**config.mk**
```make
export PLATFORM = sky130hd
export DESIGN_NAME = gpm_pin1_mux
export DESIGN_NICKNAME = d
export VERILOG_FILES = /design/src/verilog/gpm_pkg.sv /design/src/verilog/gpm_pin1_mux.sv
export VERILOG_INCLUDE_DIRS = /design/src /design/src/verilog
export SDC_FILE = /design/constraint.sdc
export NUM_CORES = 1
export LEC_CHECK = 0
export BUFFER_PORTS_ARGS = -buffer_cell sky130_fd_sc_hd__buf_2
export CAP_MARGIN = 20
export CORE_MARGIN = 2
export CORE_UTILIZATION = 40
export DETAILED_ROUTE_END_ITERATION = 10
export PLACE_DENSITY_LB_ADDON = 0.12
export SYNTH_ARGS = -nofsm -noshare
export SYNTH_HDL_FRONTEND = slang
export SYNTH_SLANG_ARGS = --single-unit
```
**constraint.sdc**
```tcl
create_clock -name sys_clk -period 3.21 [get_ports sys_clk]
set_input_delay 0.1605 -clock sys_clk [delete_from_list [all_inputs] [get_ports sys_clk]]
set_output_delay 0.1605 -clock sys_clk [all_outputs]
set_load 0.005 [all_outputs]
```
**src/verilog/gpm_regs.svh**
```systemverilog
// Register offsets, field positions and reset values of the pin-1 output mux.
`ifndef GPM_REGS_SVH
`define GPM_REGS_SVH
// ============================================================
// Offsets and fields
`define GPM_CTL_INDEX 8'h11
`define GPM_CTL_ADDR 10'h044
`define GPM_CTL_RESET 8'h00
`define GPM_EN_BIT 0
`define GPM_VAL_BIT 1
`define GPM_SRC_LSB 2
`define GPM_SRC_MSB 4
`define GPM_SEL_LSB 5
`define GPM_SEL_MSB 7
`endif
```
**src/verilog/gpm_pkg.sv**
```systemverilog
// Types shared by the pin-1 output mux.
package gpm_pkg;
   // ============================================================
   // Source and select codes
   typedef enum logic [2:0] {
      GPM_SRC_RX0 = 3'h0,
      GPM_SRC_RX1 = 3'h1,
      GPM_SRC_RX2 = 3'h2,
      GPM_SRC_RX3 = 3'h3,
      GPM_SRC_DEV = 3'h4,
      GPM_SRC_RSV = 3'h5,
      GPM_SRC_TX0 = 3'h6,
      GPM_SRC_TX1 = 3'h7
   } gpm_src_t;

   typedef struct packed {
      logic [2:0] pin1_signal_select;
      logic [2:0] pin1_source_select;
      logic pin1_local_value;
      logic pin1_drive_enable;
   } gpm_ctl_t;

   // Status of one receive port.
   typedef struct packed {
      logic [3:0] remote_pin;
      logic lock;
      logic pass;
      logic frame_valid;
      logic line_valid;
      logic enabled;
   } gpm_rx_t;

   // Status of one CSI-2 transmit port.
   typedef struct packed {
      logic [3:0] rx_member;
      logic frame_active;
      logic line_active;
      logic synced;
      logic irq;
   } gpm_tx_t;
endpackage

```
**src/verilog/gpm_pin1_mux.sv**
```systemverilog
// Pin-1 output control register with its source multiplexer.
//
// The Avalon-MM register port was chosen for this implementation.
`timescale 1ns/100ps
`include "gpm_regs.svh"

// Operation
// Control register sits at offset 0x11 and resets to zero.
// Source bits 4:2: receive ports 0-3, device status, reserved, transmit 0/1.
// Receive source, select 000 drives remote pin 0, 011 remote pin 3.
// Receive source, select 001 and 010 drive remote pins 1 and 2.
// Receive source, select 100 drives lock, 101 drives pass.
// Receive source, select 110 frame-valid, 111 line-valid.
// Device source, select 000 drives the local value bit.
// Device source, select 001 drives OR of enabled ports' lock.
// Transmit source, 000 AND and 001 OR of member ports' pass.
// Transmit source, 010 frame active, 011 line active.
// Transmit source, 100 synchronized, 101 transmit interrupt.
// Bit 1 holds a writable local value used as pin level.
// Pin driver enabled only while bit 0 is one.
module gpm_pin1_mux
   import gpm_pkg::*;
#(
   parameter int ADDR_W = 10
) (
   input wire logic sys_clk,
   input wire logic rst,
   input wire logic [ADDR_W-1:0] avs_address,
   input wire logic avs_read,
   input wire logic avs_write,
   input wire logic [31:0] avs_writedata,
   input wire logic [3:0] avs_byteenable,
   output logic [31:0] avs_readdata,
   output logic avs_waitrequest,
   input wire gpm_rx_t [3:0] rx_status,
   input wire gpm_tx_t [1:0] tx_status,
   output logic pin1_out,
   output logic pin1_oe
);

   // ============================================================
   // Register bus
   // One wait state: each request is answered one cycle after it arrives.
   gpm_ctl_t ctl_ff, nxt_ctl;
   logic ack_ff, nxt_ack;
   logic [31:0] rdata_ff, nxt_rdata;
   logic hit;

   always_comb begin
      hit = (avs_address == ADDR_W'(`GPM_CTL_ADDR));
      nxt_ctl = ctl_ff;
      nxt_ack = (avs_read | avs_write) & ~ack_ff;
      nxt_rdata = rdata_ff;
      // A write lands only at the edge that sees waitrequest low, never
      // while the master is still being held off.
      if (ack_ff && avs_write && hit && avs_byteenable[0]) begin
         nxt_ctl = gpm_ctl_t'(avs_writedata[7:0]);
      end
      if (nxt_ack && avs_read) begin
         // Unmapped addresses read as zero and ignore writes.
         nxt_rdata = hit ? {24'h000000, ctl_ff} : 32'h00000000;
      end
   end

   always_ff @(posedge sys_clk) begin
      if (rst) begin
         ctl_ff <= gpm_ctl_t'(`GPM_CTL_RESET);
         ack_ff <= 1'b0;
         rdata_ff <= 32'h00000000;
      end else begin
         ctl_ff <= nxt_ctl;
         ack_ff <= nxt_ack;
         rdata_ff <= nxt_rdata;
      end
   end

   assign avs_waitrequest = (avs_read | avs_write) & ~ack_ff;
   assign avs_readdata = rdata_ff;

   // ============================================================
   // Source multiplexer
   logic level_ff, nxt_level;
   logic oe_ff, nxt_oe;
   logic [3:0] pass_v;
   gpm_rx_t rx;
   gpm_tx_t tx;
   logic any_lock;

   always_comb begin
      rx = rx_status[ctl_ff.pin1_source_select[1:0]];
      tx = tx_status[ctl_ff.pin1_source_select[0]];
      any_lock = 1'b0;
      for (int i = 0; i < 4; i++) begin
         pass_v[i] = rx_status[i].pass;
         any_lock = any_lock | (rx_status[i].lock & rx_status[i].enabled);
      end
      nxt_level = 1'b0;
      unique case (gpm_src_t'(ctl_ff.pin1_source_select))
         GPM_SRC_RX0, GPM_SRC_RX1, GPM_SRC_RX2, GPM_SRC_RX3: begin
            unique case (ctl_ff.pin1_signal_select)
               3'h0, 3'h1, 3'h2, 3'h3: begin
                  nxt_level = rx.remote_pin[ctl_ff.pin1_signal_select[1:0]];
               end // see
               3'h4: nxt_level = rx.lock;
               3'h5: nxt_level = rx.pass;
               3'h6: nxt_level = rx.frame_valid;
               3'h7: nxt_level = rx.line_valid;
            endcase
         end
         GPM_SRC_DEV: begin
            if (ctl_ff.pin1_signal_select == 3'h0) begin
               nxt_level = ctl_ff.pin1_local_value; // see
            end else if (ctl_ff.pin1_signal_select == 3'h1) begin
               nxt_level = any_lock;
            end
         end
         GPM_SRC_TX0, GPM_SRC_TX1: begin
            unique case (ctl_ff.pin1_signal_select)
               3'h0: nxt_level = &(pass_v | ~tx.rx_member);
               3'h1: nxt_level = |(pass_v & tx.rx_member);
               3'h2: nxt_level = tx.frame_active;
               3'h3: nxt_level = tx.line_active;
               3'h4: nxt_level = tx.synced;
               3'h5: nxt_level = tx.irq;
               default: nxt_level = 1'b0;
            endcase
         end
         // Reserved source drives low rather than floating.
         default: nxt_level = 1'b0;
      endcase
      nxt_oe = ctl_ff.pin1_drive_enable;
   end

   always_ff @(posedge sys_clk) begin
      if (rst) begin
         level_ff <= 1'b0;
         oe_ff <= 1'b0;
      end else begin
         level_ff <= nxt_level;
         oe_ff <= nxt_oe;
      end
   end

   assign pin1_out = level_ff;
   assign pin1_oe = oe_ff;

   // ============================================================
   // Checks
   reset_value_a: assert property (@(posedge sys_clk)
      $past(rst) |-> ctl_ff == gpm_ctl_t'(8'h00))
      else $error("control register not cleared by reset");

   drive_enable_a: assert property (@(posedge sys_clk)
      disable iff (rst) pin1_oe == $past(ctl_ff.pin1_drive_enable))
      else $error("output enable does not follow bit 0");

   local_value_a: assert property (@(posedge sys_clk)
      disable iff (rst)
      (ctl_ff.pin1_source_select == 3'h4 && ctl_ff.pin1_signal_select == 3'h0)
      |=> pin1_out == $past(ctl_ff.pin1_local_value))
      else $error("local value not driven");

   rx_lock_a: assert property (@(posedge sys_clk)
      disable iff (rst)
      (ctl_ff.pin1_source_select == 3'h2 && ctl_ff.pin1_signal_select == 3'h4)
      |=> pin1_out == $past(rx_status[2].lock))
      else $error("receive lock not driven");

   rx_pin_a: assert property (@(posedge sys_clk)
      disable iff (rst)
      (ctl_ff.pin1_source_select == 3'h1 && ctl_ff.pin1_signal_select == 3'h3)
      |=> pin1_out == $past(rx_status[1].remote_pin[3]))
      else $error("remote pin 3 not driven");

   tx_sync_a: assert property (@(posedge sys_clk)
      disable iff (rst)
      (ctl_ff.pin1_source_select == 3'h7 && ctl_ff.pin1_signal_select == 3'h4)
      |=> pin1_out == $past(tx_status[1].synced))
      else $error("synchronized status not driven");

   reserved_low_a: assert property (@(posedge sys_clk)
      disable iff (rst)
      ctl_ff.pin1_source_select == 3'h5 |=> !pin1_out)
      else $error("reserved source not low");

   bus_answer_a: assert property (@(posedge sys_clk)
      disable iff (rst)
      (avs_write && !avs_waitrequest && hit && avs_byteenable[0])
      |=> ctl_ff == gpm_ctl_t'($past(avs_writedata[7:0])))
      else $error("register write lost");

   rx_pin0_a: assert property (@(posedge sys_clk)
      disable iff (rst)
      (ctl_ff.pin1_source_select == 3'h2 && ctl_ff.pin1_signal_select == 3'h0)
      |=> pin1_out == $past(rx_status[2].remote_pin[0]))
      else $error("remote pin 0 not driven");

   rx_pin1_a: assert property (@(posedge sys_clk)
      disable iff (rst)
      (ctl_ff.pin1_source_select == 3'h0 && ctl_ff.pin1_signal_select == 3'h1)
      |=> pin1_out == $past(rx_status[0].remote_pin[1]))
      else $error("remote pin 1 not driven");

   rx_pin2_a: assert property (@(posedge sys_clk)
      disable iff (rst)
      (ctl_ff.pin1_source_select == 3'h3 && ctl_ff.pin1_signal_select == 3'h2)
      |=> pin1_out == $past(rx_status[3].remote_pin[2]))
      else $error("remote pin 2 not driven");

   rx_pass_a: assert property (@(posedge sys_clk)
      disable iff (rst)
      (ctl_ff.pin1_source_select == 3'h1 && ctl_ff.pin1_signal_select == 3'h5)
      |=> pin1_out == $past(rx_status[1].pass))
      else $error("receive pass not driven");

   rx_frame_a: assert property (@(posedge sys_clk)
      disable iff (rst)
      (ctl_ff.pin1_source_select == 3'h3 && ctl_ff.pin1_signal_select == 3'h6)
      |=> pin1_out == $past(rx_status[3].frame_valid))
      else $error("receive frame-valid not driven");

   rx_line_a: assert property (@(posedge sys_clk)
      disable iff (rst)
      (ctl_ff.pin1_source_select == 3'h0 && ctl_ff.pin1_signal_select == 3'h7)
      |=> pin1_out == $past(rx_status[0].line_valid))
      else $error("receive line-valid not driven");

   dev_lock_a: assert property (@(posedge sys_clk)
      disable iff (rst)
      (ctl_ff.pin1_source_select == 3'h4 && ctl_ff.pin1_signal_select == 3'h1)
      |=> pin1_out == $past((rx_status[0].lock & rx_status[0].enabled)
         | (rx_status[1].lock & rx_status[1].enabled)
         | (rx_status[2].lock & rx_status[2].enabled)
         | (rx_status[3].lock & rx_status[3].enabled)))
      else $error("OR of enabled lock not driven");

   dev_reserved_a: assert property (@(posedge sys_clk)
      disable iff (rst)
      (ctl_ff.pin1_source_select == 3'h4 && ctl_ff.pin1_signal_select > 3'h1)
      |=> !pin1_out)
      else $error("unused device select not low");

   tx_and_a: assert property (@(posedge sys_clk)
      disable iff (rst)
      (ctl_ff.pin1_source_select == 3'h6 && ctl_ff.pin1_signal_select == 3'h0)
      |=> pin1_out == $past(&({rx_status[3].pass, rx_status[2].pass,
         rx_status[1].pass, rx_status[0].pass} | ~tx_status[0].rx_member)))
      else $error("AND of member pass not driven");

   tx_or_a: assert property (@(posedge sys_clk)
      disable iff (rst)
      (ctl_ff.pin1_source_select == 3'h7 && ctl_ff.pin1_signal_select == 3'h1)
      |=> pin1_out == $past(|({rx_status[3].pass, rx_status[2].pass,
         rx_status[1].pass, rx_status[0].pass} & tx_status[1].rx_member)))
      else $error("OR of member pass not driven");

   tx_frame_a: assert property (@(posedge sys_clk)
      disable iff (rst)
      (ctl_ff.pin1_source_select == 3'h6 && ctl_ff.pin1_signal_select == 3'h2)
      |=> pin1_out == $past(tx_status[0].frame_active))
      else $error("transmit frame activity not driven");

   tx_line_a: assert property (@(posedge sys_clk)
      disable iff (rst)
      (ctl_ff.pin1_source_select == 3'h7 && ctl_ff.pin1_signal_select == 3'h3)
      |=> pin1_out == $past(tx_status[1].line_active))
      else $error("transmit line activity not driven");

   tx_irq_a: assert property (@(posedge sys_clk)
      disable iff (rst)
      (ctl_ff.pin1_source_select == 3'h6 && ctl_ff.pin1_signal_select == 3'h5)
      |=> pin1_out == $past(tx_status[0].irq))
      else $error("transmit interrupt not driven");

   tx_reserved_a: assert property (@(posedge sys_clk)
      disable iff (rst)
      (ctl_ff.pin1_source_select > 3'h5 && ctl_ff.pin1_signal_select > 3'h5)
      |=> !pin1_out)
      else $error("unused transmit select not low");

   write_refused_a: assert property (@(posedge sys_clk)
      disable iff (rst)
      (avs_write && !avs_waitrequest && !(hit && avs_byteenable[0]))
      |=> $stable(ctl_ff))
      else $error("refused write changed the register");

   ctl_hold_a: assert property (@(posedge sys_clk)
      disable iff (rst)
      !(avs_write && !avs_waitrequest) |=> $stable(ctl_ff))
      else $error("register changed without an accepted write");

   read_back_a: assert property (@(posedge sys_clk)
      disable iff (rst)
      (avs_read && !avs_waitrequest && hit)
      |-> avs_readdata == {24'h000000, $past(ctl_ff)})
      else $error("read data does not match the register");

   read_unmapped_a: assert property (@(posedge sys_clk)
      disable iff (rst)
      (avs_read && !avs_waitrequest && !hit)
      |-> avs_readdata == 32'h00000000)
      else $error("unmapped read not zero");

   wait_once_a: assert property (@(posedge sys_clk)
      disable iff (rst)
      avs_waitrequest |=> !avs_waitrequest)
      else $error("more than one wait state");

   wait_first_a: assert property (@(posedge sys_clk)
      disable iff (rst)
      ((avs_read || avs_write) && !$past(avs_read || avs_write))
      |-> avs_waitrequest)
      else $error("new request not held off one cycle");

   reset_outputs_a: assert property (@(posedge sys_clk)
      rst |=> (!pin1_oe && !pin1_out && avs_readdata == 32'h00000000))
      else $error("outputs not cleared by reset");
endmodule

```
==> reports/summary.txt <==
Die Y-Extent = 64.2 µm
Post-CTS Setup Repair Bufs = 0
gr ovfl total = 0
largest net degree at the start of global routing = 20
Remaining DRCs = 0
final number of hold-violating endpoints = 0
Int Power = 0.000334 W
HPWL Detailed = 2790 µm
Layout Skew = 0.00338 ns
number of global-route vias before repair = 1239
Nets = 347
Max Slew Vio Count = 0
# setup viols final = 0
Max-slew headroom = 0.503
ratio of cells with drive above 1 in the final layout = 0.410
GR Util All Layers = 0.160
DR vias/cell = 4.87
maximum VDD drop = 0.181 mV
Initial Util = 0.425
DR WL/cell = 12.2 µm
Hold Slack = 0.0948 ns
die area = 4120 µm²
crit path kind = register to register
cts bufs inserted = 3
Reg power frac = 0.538
Tightest Pin Transition = 0.744 ns
Crit path largest cell delay = 0.82 ns
Seq/Total Area, Yosys = 0.262
switching part of the total = 0.248
TritonRoute pass-1 iters = 4
CP max FO = 18
DIE WIDTH = 64.2 µm
Syn-to-layout area delta = 25.6%
CTS Root Cell = clkbuf_4
synthesized flop and latch total = 19
RSZ-0062 raised after global routing = no
clock sinks = 19
CP Cell Sequence = mux4_2, nand3b_1, o21ai_0, o311ai_0, a221oi_1
Vias = 1412
post-synthesis cell count = 167
CTS Buffer Depth = 2
antenna diode count = 0
synthesized area per cell = 8.68 µm²
DRT iter0 DRCs = 30
final wirelength = 3540 µm
Port-buffer cells = 85
required time of the critical path = 3.38 ns
max-cap violation count = 0
# rows = 21
clock power share = 0.264
Tcrit/Tclk final = 0.687
CTS resizes = 0
most common cell after layout, fill and taps aside = buf_2
Synth Warn # = 0
CTS tree = yes
Gate power share = 0.198
Critical-path top delay cell = dfxtp_1
switching power total = 0.000110 W
I/O pin total = 137
Worst-Skew Late Latency = 0.29 ns
Placer Congestion = 0.712
crit path DAT = 2.37 ns
mapped cell area = 1450 µm²
Leakage = 0.870 nW
Distinct cells, synth = 35
initial antenna violation count = 0
final antenna-violating net count = 0
worst hold path class = input port to register
crit path launch type = register
status = completed
fin crit period = 2.20 ns
Core Area = 3420 µm²
setup TNS after final layout = 0 ns
Pwr per Cell Area = 244 nW/µm²
most frequent cells in the layout = buf_2 (85), conb_1 (24), dfxtp_1 (19), mux2i_1 (14), nor2_1 (11)
Crit. End Element = register
Max H-tree Level = 1
first-pass GRT wire length = 5380 µm
Clock Pin Slew Worst Setup and Hold Paths = 0.10 ns
Max Freq = 0.454 GHz
cts hold-fix bufs = 0
==> synth_stat cells <==
cell type / number / area share
nor4_4: 1 / 0.015
o21ai_0: 2 / 0.0069
nand3_1: 8 / 0.028
a221oi_1: 1 / 0.0060
a22oi_1: 2 / 0.010
nand2b_1: 4 / 0.017
conb_1: 1 / 0.0026
a21oi_1: 10 / 0.035
o311ai_0: 2 / 0.012
o31a_1: 1 / 0.0060
o22ai_1: 3 / 0.013
nand4_4: 1 / 0.015
dfxtp_1: 19 / 0.26
buf_4: 24 / 0.12
nand2_1: 10 / 0.026
nor3_1: 4 / 0.014
buf_1: 1 / 0.0026
mux4_2: 6 / 0.093
nor3b_1: 1 / 0.0052
inv_1: 5 / 0.013
mux2_2: 1 / 0.0078
nor2b_1: 9 / 0.039
a311oi_1: 1 / 0.0060
o21ba_2: 1 / 0.0069
or4b_1: 1 / 0.0069
mux2i_1: 14 / 0.097
a2111oi_0: 4 / 0.024
buf_2: 5 / 0.017
nand3b_1: 1 / 0.0052
a211oi_1: 4 / 0.021
or3_1: 1 / 0.0043
nor2_1: 11 / 0.028
or4b_4: 1 / 0.0095
clkbuf_1: 6 / 0.016
or3b_1: 1 / 0.0060
==> final timing paths <==
kind                                       start              end  slack, ns  cells past startpoint
worst max-delay path                   ctl_ff[2]         pin1_out       1.01                      5
worst min register to register   avs_readdata[1]  avs_readdata[1]       0.46                      2
worst min-delay path            avs_writedata[3]        ctl_ff[3]       0.09                      3
worst max register to register         ctl_ff[2]         pin1_out       1.01                      5
==> cell type report <==
cell class	instances	area (µm²)
multi-input cells	130	906
inverters	5	18.8
repair buffers	86	433
clock buffers	4	26.3
flip-flops and latches	19	380
fillers	336	1590
well taps	46	57.6
==> critical path: cells and delay by family (launching register included) <==
family	cells	cell delay, ns
flip-flops	1	0.82
multiplexers	1	0.59
AO/OA/AOI/OAI	3	0.59
AND/OR/NAND/NOR	1	0.09
==> power groups by stage <==
stage / logic (W) / clock network, W / registers (W)
2_1_floorplan: 0.0000574 / 0 / 0.000244
3_3_place_gp: 0.0000863 / 0 / 0.000244
3_5_place_dp: 0.0000874 / 0 / 0.000244
4_1_cts: 0.0000880 / 0.000123 / 0.000239
5_1_grt: 0.0000981 / 0.000135 / 0.000239
6_report: 0.0000879 / 0.000117 / 0.000239
==> per-stage QoR <==
step | utilization | instances | cell area (µm²) | total power [W] | setup slack [ns]
after CTS | 0.533 | 290 | 1820 | 0.000450 | 0.933
after global placement | 0.526 | 286 | 1800 | 0.000331 | 0.939
after detailed placement | 0.526 | 286 | 1800 | 0.000332 | 0.954
after floorplan | - | 190 | 1540 | 0.000302 | 1.45
after global routing | 0.533 | 290 | 1820 | 0.000473 | 0.754
final | 0.533 | 290 | 1820 | 0.000444 | 1.01
==> cells by family (layout without fill, tap and decap cells) <==
kind of cell | after synthesis | after routing | synth area share
flip-flops | 19 | 19 | 0.262
AND/OR/NAND/NOR | 54 | 54 | 0.218
buffers and inverters | 41 | 95 | 0.173
AO/OA/AOI/OAI | 31 | 31 | 0.147
other | 1 | 24 | 0.00259
multiplexers | 21 | 21 | 0.198
==> sequential cells by signal (all words and copies together), names as in the netlist <==
register      flops
ack_ff            1
avs_readdata      8
ctl_ff            7
nxt_oe            1
pin1_oe           1
pin1_out          1
==> layer usage <==
| metal | share of wire | global-route usage | wire, µm |
|---|---|---|---|
| met1 | 0.44 | 0.198 | 1550 |
| met2 | 0.48 | 0.281 | 1710 |
| met3 | 0.076 | 0.0335 | 267 |
| met4 | 0.0017 | 0.0399 | 6 |
| met5 | 0 | 0 | 0 |
(Power assumes the default switching activity.)
